**config.mk**
```make
export PLATFORM = sky130hd
export DESIGN_NAME = srr_regs
export DESIGN_NICKNAME = d
export VERILOG_FILES = /design/src/design/srr_pkg.sv /design/src/design/srr_regs.sv
export SDC_FILE = /design/constraint.sdc
export NUM_CORES = 1
export LEC_CHECK = 0
export BUFFER_PORTS_ARGS = -buffer_cell sky130_fd_sc_hd__buf_4
export CORE_UTILIZATION = 50
export CTS_BUF_LIST = sky130_fd_sc_hd__clkbuf_4
export CTS_CLUSTER_SIZE = 8
export DETAILED_ROUTE_END_ITERATION = 12
export PLACE_DENSITY = 0.87
export SYNTH_ARGS = -nofsm -noshare
export SYNTH_HDL_FRONTEND = slang
export SYNTH_SLANG_ARGS = --single-unit
```
**constraint.sdc**
```tcl
create_clock -name clk_i -period 2.5 [get_ports clk_i]
set_input_delay 0.625 -clock clk_i [delete_from_list [all_inputs] [get_ports clk_i]]
set_output_delay 0.625 -clock clk_i [all_outputs]
set_load 0.005 [all_outputs]
```
**src/design/srr_pkg.sv**
```systemverilog
// Constants and layouts of the result and unlock register set
// Function
// - Filter configuration is never read directly; host reads memory word 07h.
// - Filter configuration writes only in test mode; memory copy also needs unlock.
// - Offset measure control bit: 0 enables, 1 disables both channels.
// - IR offset averaging bit: 512 when 0, 1024 when 1.
// - Temp offset averaging bit: 512 when 0, 1024 when 1.
// - IR filter depth code 000..100 gives 64..1024 points.
// - Temp filter depth code uses the same 64..1024 encoding.
// - Conversion result readable in every mode, writable only in test mode.
// - Object result: 12-bit data in bits 15:4, status in bits 3:0.
// - Over range sets bit 3 and forces data to all ones.
// - Under range sets bit 2 and forces data to zero.
// - Bit 1 of each result shows an uncorrectable memory fault.
// - Bit 0 of each result always reads zero.
// - Ambient result same layout, status bits equal object status bits.
// - IR data is measured IR minus the IR amplifier offset.
// - Temp data is measured Temp compensated by the Temp amplifier offset.
// - Amplifier offsets stored, compensate each measurement, writable only in test mode.
// - Mode key clears at reset; 1011001 in bits 15:9 enters test mode.
// - Protection key clears at reset, blocks memory writes, never readable.
// - 1100101 in bits 6:0 unlocks memory writes and sets the enable flag.
// - Locations 00-07h and 79-7Fh need test mode as well as unlock.
// - Test and write-enable flags change only through the key registers.
package srr_pkg;
    localparam int unsigned SRR_DW = 16;
    localparam int unsigned SRR_AW = 4;
    localparam int unsigned SRR_MAW = 7;
    // Register indices on the word port
    localparam logic [3:0] SRR_IDX_CONV = 4'h0;
    localparam logic [3:0] SRR_IDX_OBJ = 4'h1;
    localparam logic [3:0] SRR_IDX_AMB = 4'h2;
    localparam logic [3:0] SRR_IDX_IRD = 4'h3;
    localparam logic [3:0] SRR_IDX_TD = 4'h4;
    localparam logic [3:0] SRR_IDX_IROS = 4'h5;
    localparam logic [3:0] SRR_IDX_TOS = 4'h6;
    localparam logic [3:0] SRR_IDX_MAIN = 4'h7;
    localparam logic [3:0] SRR_IDX_MODE = 4'h8;
    localparam logic [3:0] SRR_IDX_UNLK = 4'h9;
    localparam logic [3:0] SRR_IDX_FILT = 4'ha;
    // Key values and filter memory location
    localparam logic [6:0] SRR_MODE_KEY = 7'h59;
    localparam logic [6:0] SRR_UNLK_KEY = 7'h65;
    localparam logic [6:0] SRR_FILT_LOC = 7'h07;
    localparam logic [6:0] SRR_LOW_PROT_HI = 7'h07;
    localparam logic [6:0] SRR_HIGH_PROT_LO = 7'h79;
    // Filter configuration field positions
    localparam int unsigned SRR_F_RSEL = 15;
    localparam int unsigned SRR_F_OSMD = 14;
    localparam int unsigned SRR_F_IROS = 12;
    localparam int unsigned SRR_F_TOS = 11;
    localparam int unsigned SRR_F_IRLO = 8;
    localparam int unsigned SRR_F_TLO = 5;
    // Result status bit positions
    localparam int unsigned SRR_S_OVER = 3;
    localparam int unsigned SRR_S_UNDER = 2;
    localparam int unsigned SRR_S_FATAL = 1;
    // Averaging counts
    localparam logic [10:0] SRR_PTS_64 = 11'h040;
    localparam logic [10:0] SRR_PTS_128 = 11'h080;
    localparam logic [10:0] SRR_PTS_256 = 11'h100;
    localparam logic [10:0] SRR_PTS_512 = 11'h200;
    localparam logic [10:0] SRR_PTS_1024 = 11'h400;
    localparam logic [11:0] SRR_DATA_MAX = 12'hfff;
    localparam logic [11:0] SRR_DATA_MIN = 12'h000;
endpackage

```
**src/design/srr_regs.sv**
```systemverilog
// Result, filter configuration and unlock key registers of the sensor conditioner
`timescale 1ns/100ps
`default_nettype none
module srr_regs
    import srr_pkg::*;
(
    input wire logic clk_i,
    input wire logic rst_n_i,
    // Word port from the serial frame decoder
    input wire logic [3:0] reg_idx_i,
    input wire logic wr_stb_i,
    input wire logic [15:0] wdata_i,
    input wire logic rd_stb_i,
    output logic [15:0] rdata_o,
    output logic rd_valid_o,
    output logic rd_err_o,
    output logic wr_err_o,
    // Filter configuration load from memory at start-up
    input wire logic filt_load_i,
    input wire logic [15:0] filt_load_data_i,
    // Measurement path
    input wire logic conv_stb_i,
    input wire logic [15:0] conv_data_i,
    input wire logic obj_stb_i,
    input wire logic [11:0] obj_temp_i,
    input wire logic obj_over_i,
    input wire logic obj_under_i,
    input wire logic amb_stb_i,
    input wire logic [11:0] amb_temp_i,
    input wire logic amb_over_i,
    input wire logic amb_under_i,
    input wire logic ir_stb_i,
    input wire logic [15:0] ir_raw_i,
    input wire logic t_stb_i,
    input wire logic [15:0] t_raw_i,
    input wire logic iros_stb_i,
    input wire logic [15:0] iros_data_i,
    input wire logic tos_stb_i,
    input wire logic [15:0] tos_data_i,
    input wire logic mem_fatal_i,
    // Memory write permission
    input wire logic mem_wr_req_i,
    input wire logic [6:0] mem_addr_i,
    output logic mem_wr_grant_o,
    output logic mem_wr_deny_o,
    // Status flags and filter settings
    output logic test_mode_o,
    output logic memory_write_enabled_flag_o,
    output logic adc_range_select_msb_o,
    output logic offset_measure_en_o,
    output logic [10:0] ir_offset_avg_o,
    output logic [10:0] temp_offset_avg_o,
    output logic [10:0] ir_filter_points_o,
    output logic [10:0] temp_filter_points_o,
    output logic [15:0] main_state_o
);
    logic [15:0] conversion_result;
    logic [11:0] object_data;
    logic [11:0] ambient_data;
    logic [3:0] result_status;
    logic [15:0] ir_compensated_data;
    logic [15:0] temp_compensated_data;
    logic [15:0] ir_amp_offset;
    logic [15:0] temp_amp_offset;
    logic wr_obj;
    logic wr_amb;
    logic next_test;
    logic next_unlock;
    logic filt_we;
    logic [15:0] filt_word;
    logic readable;
    logic [15:0] next_rdata;
    logic mem_prot_area;

    // Averaging depth code to number of points; unused codes saturate at 1024
    function automatic logic [10:0] depth_points(input logic [2:0] code);
        logic [10:0] pts;
        pts = SRR_PTS_1024;
        unique case (code)
            3'h0: pts = SRR_PTS_64;
            3'h1: pts = SRR_PTS_128;
            3'h2: pts = SRR_PTS_256;
            3'h3: pts = SRR_PTS_512;
            default: pts = SRR_PTS_1024;
        endcase
        return pts;
    endfunction

    // Key decode, evaluated on the written word
    assign next_test = (wdata_i[15:9] == SRR_MODE_KEY);
    assign next_unlock = (wdata_i[6:0] == SRR_UNLK_KEY);
    assign wr_obj = wr_stb_i && test_mode_o && (reg_idx_i == SRR_IDX_OBJ);
    assign wr_amb = wr_stb_i && test_mode_o && (reg_idx_i == SRR_IDX_AMB);

    // Mode key: any write re-decodes; only the key gives test mode
    always_ff @(posedge clk_i or negedge rst_n_i) begin
        if (!rst_n_i) begin
            test_mode_o <= 1'b0;
        end else if (wr_stb_i && reg_idx_i == SRR_IDX_MODE) begin
            test_mode_o <= next_test;
        end
    end

    // Protection key: cleared at reset so memory starts locked
    always_ff @(posedge clk_i or negedge rst_n_i) begin
        if (!rst_n_i) begin
            memory_write_enabled_flag_o <= 1'b0;
        end else if (wr_stb_i && reg_idx_i == SRR_IDX_UNLK) begin
            memory_write_enabled_flag_o <= next_unlock;
        end
    end

    // Filter configuration: start-up copy or a test-mode write
    assign filt_we = wr_stb_i && test_mode_o && (reg_idx_i == SRR_IDX_FILT);
    assign filt_word = filt_we ? wdata_i : filt_load_data_i;

    always_ff @(posedge clk_i or negedge rst_n_i) begin
        if (!rst_n_i) begin
            adc_range_select_msb_o <= 1'b0;
            offset_measure_en_o <= 1'b1;
            ir_offset_avg_o <= SRR_PTS_512;
            temp_offset_avg_o <= SRR_PTS_512;
            ir_filter_points_o <= SRR_PTS_64;
            temp_filter_points_o <= SRR_PTS_64;
        end else if (filt_we || filt_load_i) begin
            adc_range_select_msb_o <= filt_word[SRR_F_RSEL];
            offset_measure_en_o <= ~filt_word[SRR_F_OSMD];
            ir_offset_avg_o <= filt_word[SRR_F_IROS] ? SRR_PTS_1024 : SRR_PTS_512;
            temp_offset_avg_o <= filt_word[SRR_F_TOS] ? SRR_PTS_1024 : SRR_PTS_512;
            ir_filter_points_o <= depth_points(filt_word[SRR_F_IRLO +: 3]);
            temp_filter_points_o <= depth_points(filt_word[SRR_F_TLO +: 3]);
        end
    end

    // Conversion result; a test-mode write wins over a new sample
    always_ff @(posedge clk_i or negedge rst_n_i) begin
        if (!rst_n_i) begin
            conversion_result <= 16'h0000;
        end else if (wr_stb_i && test_mode_o && reg_idx_i == SRR_IDX_CONV) begin
            conversion_result <= wdata_i;
        end else if (conv_stb_i) begin
            conversion_result <= conv_data_i;
        end
    end

    // Object data, clamped by the range flags
    always_ff @(posedge clk_i or negedge rst_n_i) begin
        if (!rst_n_i) begin
            object_data <= 12'h000;
        end else if (wr_obj) begin
            object_data <= wdata_i[15:4];
        end else if (obj_stb_i) begin
            if (obj_over_i) begin
                object_data <= SRR_DATA_MAX;
            end else if (obj_under_i) begin
                object_data <= SRR_DATA_MIN;
            end else begin
                object_data <= obj_temp_i;
            end
        end
    end

    // Ambient data, same clamping
    always_ff @(posedge clk_i or negedge rst_n_i) begin
        if (!rst_n_i) begin
            ambient_data <= 12'h000;
        end else if (wr_amb) begin
            ambient_data <= wdata_i[15:4];
        end else if (amb_stb_i) begin
            if (amb_over_i) begin
                ambient_data <= SRR_DATA_MAX;
            end else if (amb_under_i) begin
                ambient_data <= SRR_DATA_MIN;
            end else begin
                ambient_data <= amb_temp_i;
            end
        end
    end

    // One status nibble shared by both results; latest update owns it, ambient over object in one cycle
    always_ff @(posedge clk_i or negedge rst_n_i) begin
        if (!rst_n_i) begin
            result_status <= 4'h0;
        end else begin
            result_status[SRR_S_FATAL] <= mem_fatal_i;
            result_status[0] <= 1'b0;
            if (wr_obj || wr_amb) begin
                result_status[SRR_S_OVER] <= wdata_i[SRR_S_OVER];
                result_status[SRR_S_UNDER] <= wdata_i[SRR_S_UNDER];
            end else if (amb_stb_i) begin
                result_status[SRR_S_OVER] <= amb_over_i;
                result_status[SRR_S_UNDER] <= amb_under_i && !amb_over_i;
            end else if (obj_stb_i) begin
                result_status[SRR_S_OVER] <= obj_over_i;
                result_status[SRR_S_UNDER] <= obj_under_i && !obj_over_i;
            end
        end
    end

    // Amplifier offsets from the offset measurement or test-mode write
    always_ff @(posedge clk_i or negedge rst_n_i) begin
        if (!rst_n_i) begin
            ir_amp_offset <= 16'h0000;
            temp_amp_offset <= 16'h0000;
        end else begin
            if (wr_stb_i && test_mode_o && reg_idx_i == SRR_IDX_IROS) begin
                ir_amp_offset <= wdata_i;
            end else if (iros_stb_i) begin
                ir_amp_offset <= iros_data_i;
            end
            if (wr_stb_i && test_mode_o && reg_idx_i == SRR_IDX_TOS) begin
                temp_amp_offset <= wdata_i;
            end else if (tos_stb_i) begin
                temp_amp_offset <= tos_data_i;
            end
        end
    end

    // Compensated data uses the offset held before this edge
    always_ff @(posedge clk_i or negedge rst_n_i) begin
        if (!rst_n_i) begin
            ir_compensated_data <= 16'h0000;
            temp_compensated_data <= 16'h0000;
        end else begin
            if (wr_stb_i && test_mode_o && reg_idx_i == SRR_IDX_IRD) begin
                ir_compensated_data <= wdata_i;
            end else if (ir_stb_i) begin
                ir_compensated_data <= ir_raw_i - ir_amp_offset;
            end
            if (wr_stb_i && test_mode_o && reg_idx_i == SRR_IDX_TD) begin
                temp_compensated_data <= wdata_i;
            end else if (t_stb_i) begin
                temp_compensated_data <= t_raw_i - temp_amp_offset;
            end
        end
    end

    // Reserved state word, write-only in test mode
    always_ff @(posedge clk_i or negedge rst_n_i) begin
        if (!rst_n_i) begin
            main_state_o <= 16'h0000;
        end else if (wr_stb_i && test_mode_o && reg_idx_i == SRR_IDX_MAIN) begin
            main_state_o <= wdata_i;
        end
    end

    // Read mux; key, filter and reserved words answer zero with an error
    always_comb begin
        readable = 1'b1;
        next_rdata = 16'h0000;
        unique case (reg_idx_i)
            SRR_IDX_CONV: next_rdata = conversion_result;
            SRR_IDX_OBJ: next_rdata = {object_data, result_status};
            SRR_IDX_AMB: next_rdata = {ambient_data, result_status};
            SRR_IDX_IRD: next_rdata = ir_compensated_data;
            SRR_IDX_TD: next_rdata = temp_compensated_data;
            SRR_IDX_IROS: next_rdata = ir_amp_offset;
            SRR_IDX_TOS: next_rdata = temp_amp_offset;
            default: readable = 1'b0;
        endcase
    end

    // Read answer one cycle after the strobe
    always_ff @(posedge clk_i or negedge rst_n_i) begin
        if (!rst_n_i) begin
            rdata_o <= 16'h0000;
            rd_valid_o <= 1'b0;
            rd_err_o <= 1'b0;
        end else begin
            rd_valid_o <= rd_stb_i;
            rd_err_o <= rd_stb_i && !readable;
            if (rd_stb_i) begin
                rdata_o <= readable ? next_rdata : 16'h0000;
            end
        end
    end

    // Writes outside test mode to protected words are flagged, not stored
    always_ff @(posedge clk_i or negedge rst_n_i) begin
        if (!rst_n_i) begin
            wr_err_o <= 1'b0;
        end else begin
            wr_err_o <= wr_stb_i && !test_mode_o
                && reg_idx_i != SRR_IDX_MODE && reg_idx_i != SRR_IDX_UNLK;
        end
    end

    // Memory write permission; edge areas also need test mode
    assign mem_prot_area = (mem_addr_i <= SRR_LOW_PROT_HI) || (mem_addr_i >= SRR_HIGH_PROT_LO);

    always_ff @(posedge clk_i or negedge rst_n_i) begin
        if (!rst_n_i) begin
            mem_wr_grant_o <= 1'b0;
            mem_wr_deny_o <= 1'b0;
        end else begin
            mem_wr_grant_o <= mem_wr_req_i && memory_write_enabled_flag_o
                && (test_mode_o || !mem_prot_area);
            mem_wr_deny_o <= mem_wr_req_i && !(memory_write_enabled_flag_o
                && (test_mode_o || !mem_prot_area));
        end
    end

    // Checks
    a_test_key_entry: assert property (@(posedge clk_i) disable iff (!rst_n_i)
        wr_stb_i && reg_idx_i == SRR_IDX_MODE |=> test_mode_o == $past(next_test))
        else $error("test mode does not follow mode key");
    a_flags_stable: assert property (@(posedge clk_i) disable iff (!rst_n_i)
        !(wr_stb_i && (reg_idx_i == SRR_IDX_MODE || reg_idx_i == SRR_IDX_UNLK))
        |=> $stable(test_mode_o) && $stable(memory_write_enabled_flag_o))
        else $error("status flag changed without key write");
    a_unlock_key: assert property (@(posedge clk_i) disable iff (!rst_n_i)
        wr_stb_i && reg_idx_i == SRR_IDX_UNLK && wdata_i[6:0] == SRR_UNLK_KEY
        |=> memory_write_enabled_flag_o)
        else $error("unlock key not honoured");
    a_edge_protect: assert property (@(posedge clk_i) disable iff (!rst_n_i)
        mem_wr_req_i && !test_mode_o && (mem_addr_i <= SRR_FILT_LOC || mem_addr_i >= SRR_HIGH_PROT_LO)
        |=> !mem_wr_grant_o && mem_wr_deny_o)
        else $error("protected memory location granted");
    a_filter_locked: assert property (@(posedge clk_i) disable iff (!rst_n_i)
        wr_stb_i && !test_mode_o && !filt_load_i && reg_idx_i == SRR_IDX_FILT
        |=> $stable(ir_filter_points_o) && $stable(offset_measure_en_o))
        else $error("filter configuration written outside test mode");
    a_filter_unread: assert property (@(posedge clk_i) disable iff (!rst_n_i)
        rd_stb_i && reg_idx_i == SRR_IDX_FILT |=> rd_err_o && rdata_o == 16'h0000)
        else $error("filter configuration was readable");
    a_over_clamp: assert property (@(posedge clk_i) disable iff (!rst_n_i)
        obj_stb_i && obj_over_i && !wr_obj && !wr_amb && !amb_stb_i
        |=> object_data == SRR_DATA_MAX && result_status[SRR_S_OVER])
        else $error("over range not clamped");
    a_zero_bit: assert property (@(posedge clk_i) disable iff (!rst_n_i)
        rd_valid_o && !rd_err_o && $past(reg_idx_i == SRR_IDX_AMB) |-> !rdata_o[0])
        else $error("result bit 0 not zero");
    a_ir_comp: assert property (@(posedge clk_i) disable iff (!rst_n_i)
        ir_stb_i && !wr_stb_i |=> ir_compensated_data == 16'($past(ir_raw_i) - $past(ir_amp_offset)))
        else $error("IR data not offset compensated");
    a_depth_code: assert property (@(posedge clk_i) disable iff (!rst_n_i)
        filt_load_i && !filt_we && filt_load_data_i[SRR_F_IRLO +: 3] == 3'h3
        |=> ir_filter_points_o == SRR_PTS_512)
        else $error("IR depth code 011 not 512 points");

    // Result path, key and permission checks; read-back fatal bit lags its pin by two cycles
    a_under_clamp: assert property (@(posedge clk_i) disable iff (!rst_n_i)
        amb_stb_i && amb_under_i && !amb_over_i && !wr_obj && !wr_amb
        |=> ambient_data == SRR_DATA_MIN && result_status[SRR_S_UNDER])
        else $error("under range not clamped");
    a_fatal_bit: assert property (@(posedge clk_i) disable iff (!rst_n_i)
        rd_valid_o && !rd_err_o && ($past(reg_idx_i) == SRR_IDX_OBJ || $past(reg_idx_i) == SRR_IDX_AMB)
        |-> rdata_o[SRR_S_FATAL] == $past(mem_fatal_i, 2))
        else $error("fatal bit does not mirror memory fault");
    a_conv_locked: assert property (@(posedge clk_i) disable iff (!rst_n_i)
        wr_stb_i && !test_mode_o && !conv_stb_i && reg_idx_i == SRR_IDX_CONV
        |=> $stable(conversion_result) && wr_err_o)
        else $error("conversion result written outside test mode");
    a_temp_comp: assert property (@(posedge clk_i) disable iff (!rst_n_i)
        t_stb_i && !wr_stb_i
        |=> temp_compensated_data == 16'($past(t_raw_i) - $past(temp_amp_offset)))
        else $error("Temp data not offset compensated");
    a_unlock_clear: assert property (@(posedge clk_i) disable iff (!rst_n_i)
        wr_stb_i && reg_idx_i == SRR_IDX_UNLK && wdata_i[6:0] != SRR_UNLK_KEY
        |=> !memory_write_enabled_flag_o)
        else $error("protection not restored by other value");
    a_grant_open: assert property (@(posedge clk_i) disable iff (!rst_n_i)
        mem_wr_req_i && memory_write_enabled_flag_o && mem_addr_i > SRR_LOW_PROT_HI
        && mem_addr_i < SRR_HIGH_PROT_LO |=> mem_wr_grant_o)
        else $error("unlocked memory location denied");

    // Main scenarios reached
    c_test_write: cover property (@(posedge clk_i) disable iff (!rst_n_i) wr_obj || wr_amb);
    c_enter_test: cover property (@(posedge clk_i) disable iff (!rst_n_i) $rose(test_mode_o));
    c_grant: cover property (@(posedge clk_i) disable iff (!rst_n_i) mem_wr_grant_o);
    c_under: cover property (@(posedge clk_i) disable iff (!rst_n_i) amb_stb_i && amb_under_i);
    c_read_err: cover property (@(posedge clk_i) disable iff (!rst_n_i) rd_err_o);
endmodule
`default_nettype wire

```
==> flow_summary.toml, run 1 <==
[synthesis]
synth_edf_count = 0
synth.most_common_cell = "dfrtp_1"
synth_cell_types = 71
yosysTopAreaCellShare_pct = 39.2
synth_common_cells = "157 x dfrtp_1, 123 x a21oi_1, 117 x nor2_1, 110 x nand2_1, 101 x o21ai_0"
yosys.area.top_type = "dfrtp_1"
synth.avg_cell_area_um2 = 8.81
syn_area_mm2 = 0.0100
synth_warnings = 0
async_flop_share_pct = 100
synthFlopType = "dfrtp_1"
yosysSeqAreaShare_pct = 40.5
synthCells = 1137
synthTopCellsByArea = "dfrtp_1 39%, mux2i_1 6.9%, a21oi_1 6.1%"
synth-seq-cells = 162

[detailed_routing]
ant_nets = 0
routedWlPerCell_um = 20.1
detail_route.first_pass.iterations = 9
vias = 9593
drt_iter0_drc = 1199
drc = 0
drt-total-wl_mm = 32.5
viasPerCell = 5.93

[floorplanning]
num_rows = 51
die_h_um = 144
core_mm2 = 0.0195
die_width_um = 144
die_area_mm2 = 0.0206
start_util_pct = 51.3
ios = 250

[clock_network]
path_clk_slew_ps = 160
clk-insertion-delay-late_ps = 610
ctsHtreeMaxLevel = 4
numCtsBuffers = 17
clock_path_buffers = 2
cts_tree = "yes"
cts.sinks = 162
cts_root_buffer = "clkbuf_4"

[worst_setup_path]
path_class = "reg -> reg"
required_ps = 2990
crit_arrival_ps = 2860
endpoint_kind = "flip-flop"
reg2reg_depth = 9
start_kind = "flip-flop"
cp_max_fo = 3

[placement]
place_hpwl_mm = 24.3
gp_congestion = 1.01
port_buffers = 213

[global_route]
grt_overflow = 0
grt_pass1_wl_mm = 48.8
antenna_found_initial = 1
grt_use_total_pct = 31.9
grt_max_degree = 67
grt_pass1_vias = 8908

[sta]
worst_hold_slack_ps = 108
max_freq_ghz = 0.421
report.final.hold_viol_count = 0
setup_viol = 0
timing.final.crit_share_pct = 94.9
rsz0062_at_grt = "false"
drv_slew = 0
finClkSkew_ps = 26.2
min_period_ps = 2370

[job]
drv_cap = 0

[final_layout]
n_fill_cell = 1666
nNetsFinal = 1536
drive_gt1_share_pct = 25.4
area_growth_pct = 21.4

[power]
leakage_nw = 5.63
ir_drop_mv = 0.356
power_mw = 7.04
pwr_density_cell_mw_per_mm2 = 579

[hold_path]
hold-path-cell-count = 1
hp-class = "in -> reg"

[status]
outcome = "finished clean"
-- power by group --
group / switching, mW / total, mW / internal, mW
clock: 1.08 / 1.52 / 0.441
sequential: 0.341 / 3.38 / 3.03
combinational: 1.10 / 2.14 / 1.04
total: 2.52 / 7.04 / 4.52
-- cell usage in the layout, fill, tap and decap left out, types with 5 or more instances in the layout --
cell type    n
xor2_1       5
conb_1      30
o211ai_1     7
nand4_1      5
nand3b_1     5
a41oi_1     14
ha_1        30
dfrtp_1    157
a21oi_1    123
dfstp_2      5
mux2i_1     69
nor2b_1      9
or3_1       10
a22oi_1     34
nand3_1      7
nand2b_1    12
clkbuf_4    17
a222oi_1     7
o21ai_1      7
o21a_1       5
mux2_2      29
o21ai_0    101
inv_1       49
and2_1       5
buf_4      257
a31oi_1      9
xnor2_1     11
nor2_1     117
nand2_1    110
nor3_1      14
-- logic make-up (layout without fill, tap and decap cells) --
logic type               count (synthesis)  count (layout)  synth area share (%)
AO/OA/AOI/OAI                          345             345                  20.6
XOR/XNOR                                16              16                  1.40
adder cells (fa/ha/maj)                 32              32                  4.15
buffers and inverters                  157             343                  7.68
flip-flops                             162             162                  40.5
multiplexers                            98              98                  10.2
other                                    1              31                0.0374
AND/OR/NAND/NOR                        326             326                  15.5
-- worst max-delay path, cell delays in order (launching register included) --
cell	delay, ps
dfrtp_1	450
inv_1	70
ha_1	280
nor2b_1	140
o31a_1	320
buf_4	160
o21ai_2	190
o211ai_1	130
a41o_1	250
mux2_2	250
-- per-layer routing --
layer	GRT usage, %	up-vias	routed length, µm
met4	14.3	0	1340
met3	7.23	90	3250
li1	-	4385	-
met2	50.5	543	15100
met1	41.7	4575	12800
met5	0	-	0
-- per-stage QoR --
stage	util, %	area, µm²	setup slack (ps)	setup TNS [ps]	cells
final	62.3	12200	127	0	1618
after global routing	62.3	12200	6.97	0	1618
after CTS	62.1	12100	107	0	1615
after detailed placement	60.7	11800	-192	-820	1582
after global placement	60.7	11800	-131	-408	1582
after floorplan	-	10100	80.0	0	1166
-- layout make-up --
cell class | count | area [µm²] | area share, %
Antenna cell | 1 | 2.50 | 0.0206
Inverter | 50 | 188 | 1.54
Sequential cell | 162 | 4060 | 33.4
Timing Repair Buffer | 261 | 1990 | 16.4
Clock inverter | 15 | 145 | 1.19
Multi-Input combinational cell | 847 | 5320 | 43.7
Clock buffer | 17 | 128 | 1.05
Tap cell | 265 | 332 | 2.73
-- final timing paths --
check	from	to	slack [ps]
worst max register to register	temp_amp_offset[2]	temp_compensated_data[10]	130
worst min-delay path	mem_fatal_i	result_status[1]	110
worst max-delay path	temp_amp_offset[2]	temp_compensated_data[10]	130
min in group asynchronous	rst_n_i	ir_amp_offset[5]	500
max in group asynchronous	rst_n_i	ir_filter_points_o[6]	1270
worst min register to register	ir_filter_points_o[6]	ir_filter_points_o[6]	500
-- repair_timing --
| item | CTS | global route |
|---|---|---|
| hold buffers | 1 | 0 |
| endpoints found under the hold margin | 39 | 0 |
| endpoints found under the setup margin | 0 | 2 |
| resized for setup | 0 | 3 |
| setup buffers | 0 | 2 |
-- sequential cells by signal (all words and copies together) (netlist names), 2 cells and up --
| signal | cells |
|---|---|
| ir_filter_points_o | 5 |
| ambient_data | 12 |
| temp_filter_points_o | 5 |
| ir_offset_avg_o | 2 |
| temp_compensated_data | 16 |
| rdata_o | 16 |
| ir_compensated_data | 16 |
| temp_amp_offset | 16 |
| result_status | 3 |
| temp_offset_avg_o | 2 |
| ir_amp_offset | 16 |
| object_data | 12 |
| main_state_o | 16 |
| conversion_result | 16 |
Note: power is estimated with default switching activity, not from simulation.
==> inputs of run 2 (changes only) <==
CTS_BUF_LIST = unset   (was sky130_fd_sc_hd__clkbuf_4)
REMOVE_ABC_BUFFERS = 1   (was unset)
==> run 2 against run 1 <==
- routed wire length grew 0.81%
- clock power increased by 68%
- highest routed layer unchanged
- power rose by 14%
- combinational power is essentially flat
- clock-buffer cell count rose by 1
- worst hold slack gained 25 ps
- critical path depth decreased by 1
- core utilization increased by 1.1 points
- worst setup slack improved by 18 ps
- fmax increased by 0.77%
- final cell count down 0.68%
- design area is 1.7% higher
- largest cell class unchanged
==> flow_summary.toml, run 2 (synthesis gave the netlist of run 1 again) <==
[status]
outcome = "finished clean"

[placement]
pre_cts_ws_ps = -175
gp_congestion = 0.979
place_hpwl_mm = 23.7
place_inst = 1575
placed_area_mm2 = 0.0118
port_buffers = 213

[floorplanning]
start_util_pct = 51.3
die_width_um = 144
die_area_mm2 = 0.0206
ios = 250
die_h_um = 144
core_mm2 = 0.0195
num_rows = 51

[worst_setup_path]
crit_cells = 8
worstReg2RegEnd = "temp_compensated_data[14]"
crit_arrival_ps = 2710
worst-path-buf-inv = 0
reg2reg_depth = 8
endpoint_kind = "flip-flop"
critical_path.top_delay_family = "adder cells"
worst_path_largest_cell_delay_ps = 410
worstReg2RegStart = "temp_amp_offset[0]"
reg2reg_slack_ps = 150
cp_cell_sequence = "ha_1 -> fa_1 -> nor2b_1 -> o31a_1 -> nand3_1 -> a31oi_1 -> mux2_2 -> a31oi_1"
required_ps = 2850
critPathSlowestCell = "fa_1"
cpMostUsedCell = "a31oi_1"
start_kind = "flip-flop"
path_class = "reg -> reg"
cp_max_fo = 3

[clock_network]
path_clk_slew_ps = 70
ctsHtreeMaxLevel = 4
cts_tree = "yes"
clock_path_buffers = 2
cts_hold_buf = 0
numCtsBuffers = 17
cts.sinks = 162
post_cts_resized = 0
clk-insertion-delay-late_ps = 430
cts_setup_buffers = 0
cts_root_buffer = "clkbuf_16"

[detailed_routing]
detail_route.first_pass.iterations = 5
drt_iter0_drc = 1220
viasPerCell = 5.98
drt-total-wl_mm = 32.7
routedWlPerCell_um = 20.4
ant_nets = 0
drc = 0
vias = 9612

[global_route]
grt_pass1_vias = 9234
grt_max_degree = 63
antenna_found_initial = 0
grt_pass1_wl_mm = 50.0
grt_overflow = 0
grt_use_total_pct = 32.4

[final_layout]
instances_no_fill = 1607
mostFrequentLayoutCells = "247 x buf_4, 157 x dfrtp_1, 123 x a21oi_1"
final_common_cell = "buf_4"
antenna_cells = 0
area_growth_pct = 23.5
drive_gt1_share_pct = 24.7
n_fill_cell = 1569
nNetsFinal = 1526
final_core_util_pct = 63.4
postLayoutCellArea_mm2 = 0.0124

[power]
pwr_density_cell_mw_per_mm2 = 650
ir_drop_mv = 0.350
power_mw = 8.04
leakage_nw = 5.73

[job]
drv_cap = 0

[sta]
maxSlewHeadroom_pct = 63.2
timing.final.crit_share_pct = 94.2
setup-tns-final_ps = 0
max_freq_ghz = 0.425
worst_hold_slack_ps = 133
drv_slew = 0
setup_viol = 0
finalWorstSetupSlack_ps = 145
rsz0062_at_grt = "false"
min_period_ps = 2350
worstMarginPinSlew_ps = 550
report.final.hold_viol_count = 0
finClkSkew_ps = 7.42

[hold_path]
hp-class = "in -> async"
## run 2: final cells by class
type,count,area (µm²),share of cell area [%]
multi-input combinational,847,5300,42.8
sequential,162,4060,32.8
timing repair buffer,251,1930,15.6
clock buffer,18,439,3.55
tap,265,332,2.68
inverter,50,188,1.52
clock inverter,14,130,1.05
## run 2: worst max-delay path by stage
stage,startpoint,to,slack [ps]
floorplan,reg_idx_i[0],ir_compensated_data[14],-90
global placement,t_raw_i[0],temp_compensated_data[14],-100
detailed placement,t_raw_i[0],temp_compensated_data[14],-170
CTS,temp_amp_offset[0],temp_compensated_data[14],140
global route,temp_amp_offset[0],temp_compensated_data[8],40
finish,temp_amp_offset[0],temp_compensated_data[14],150
## run 2: where the power goes
part	switching (mW)	internal, mW	total, mW
logic	1.10	1.03	2.13
clock network	1.14	1.41	2.55
registers	0.322	3.04	3.36
total	2.56	5.48	8.04
## run 2: metal layers
layer	wire (µm)	share of wire [%]	vias up	track usage, %
li1	-	-	4354	-
met1	12500	38	4497	41.2
met2	15100	46	617	51.1
met3	3170	9.7	144	6.36
met4	1920	5.9	0	19.1
met5	0	0	-	0
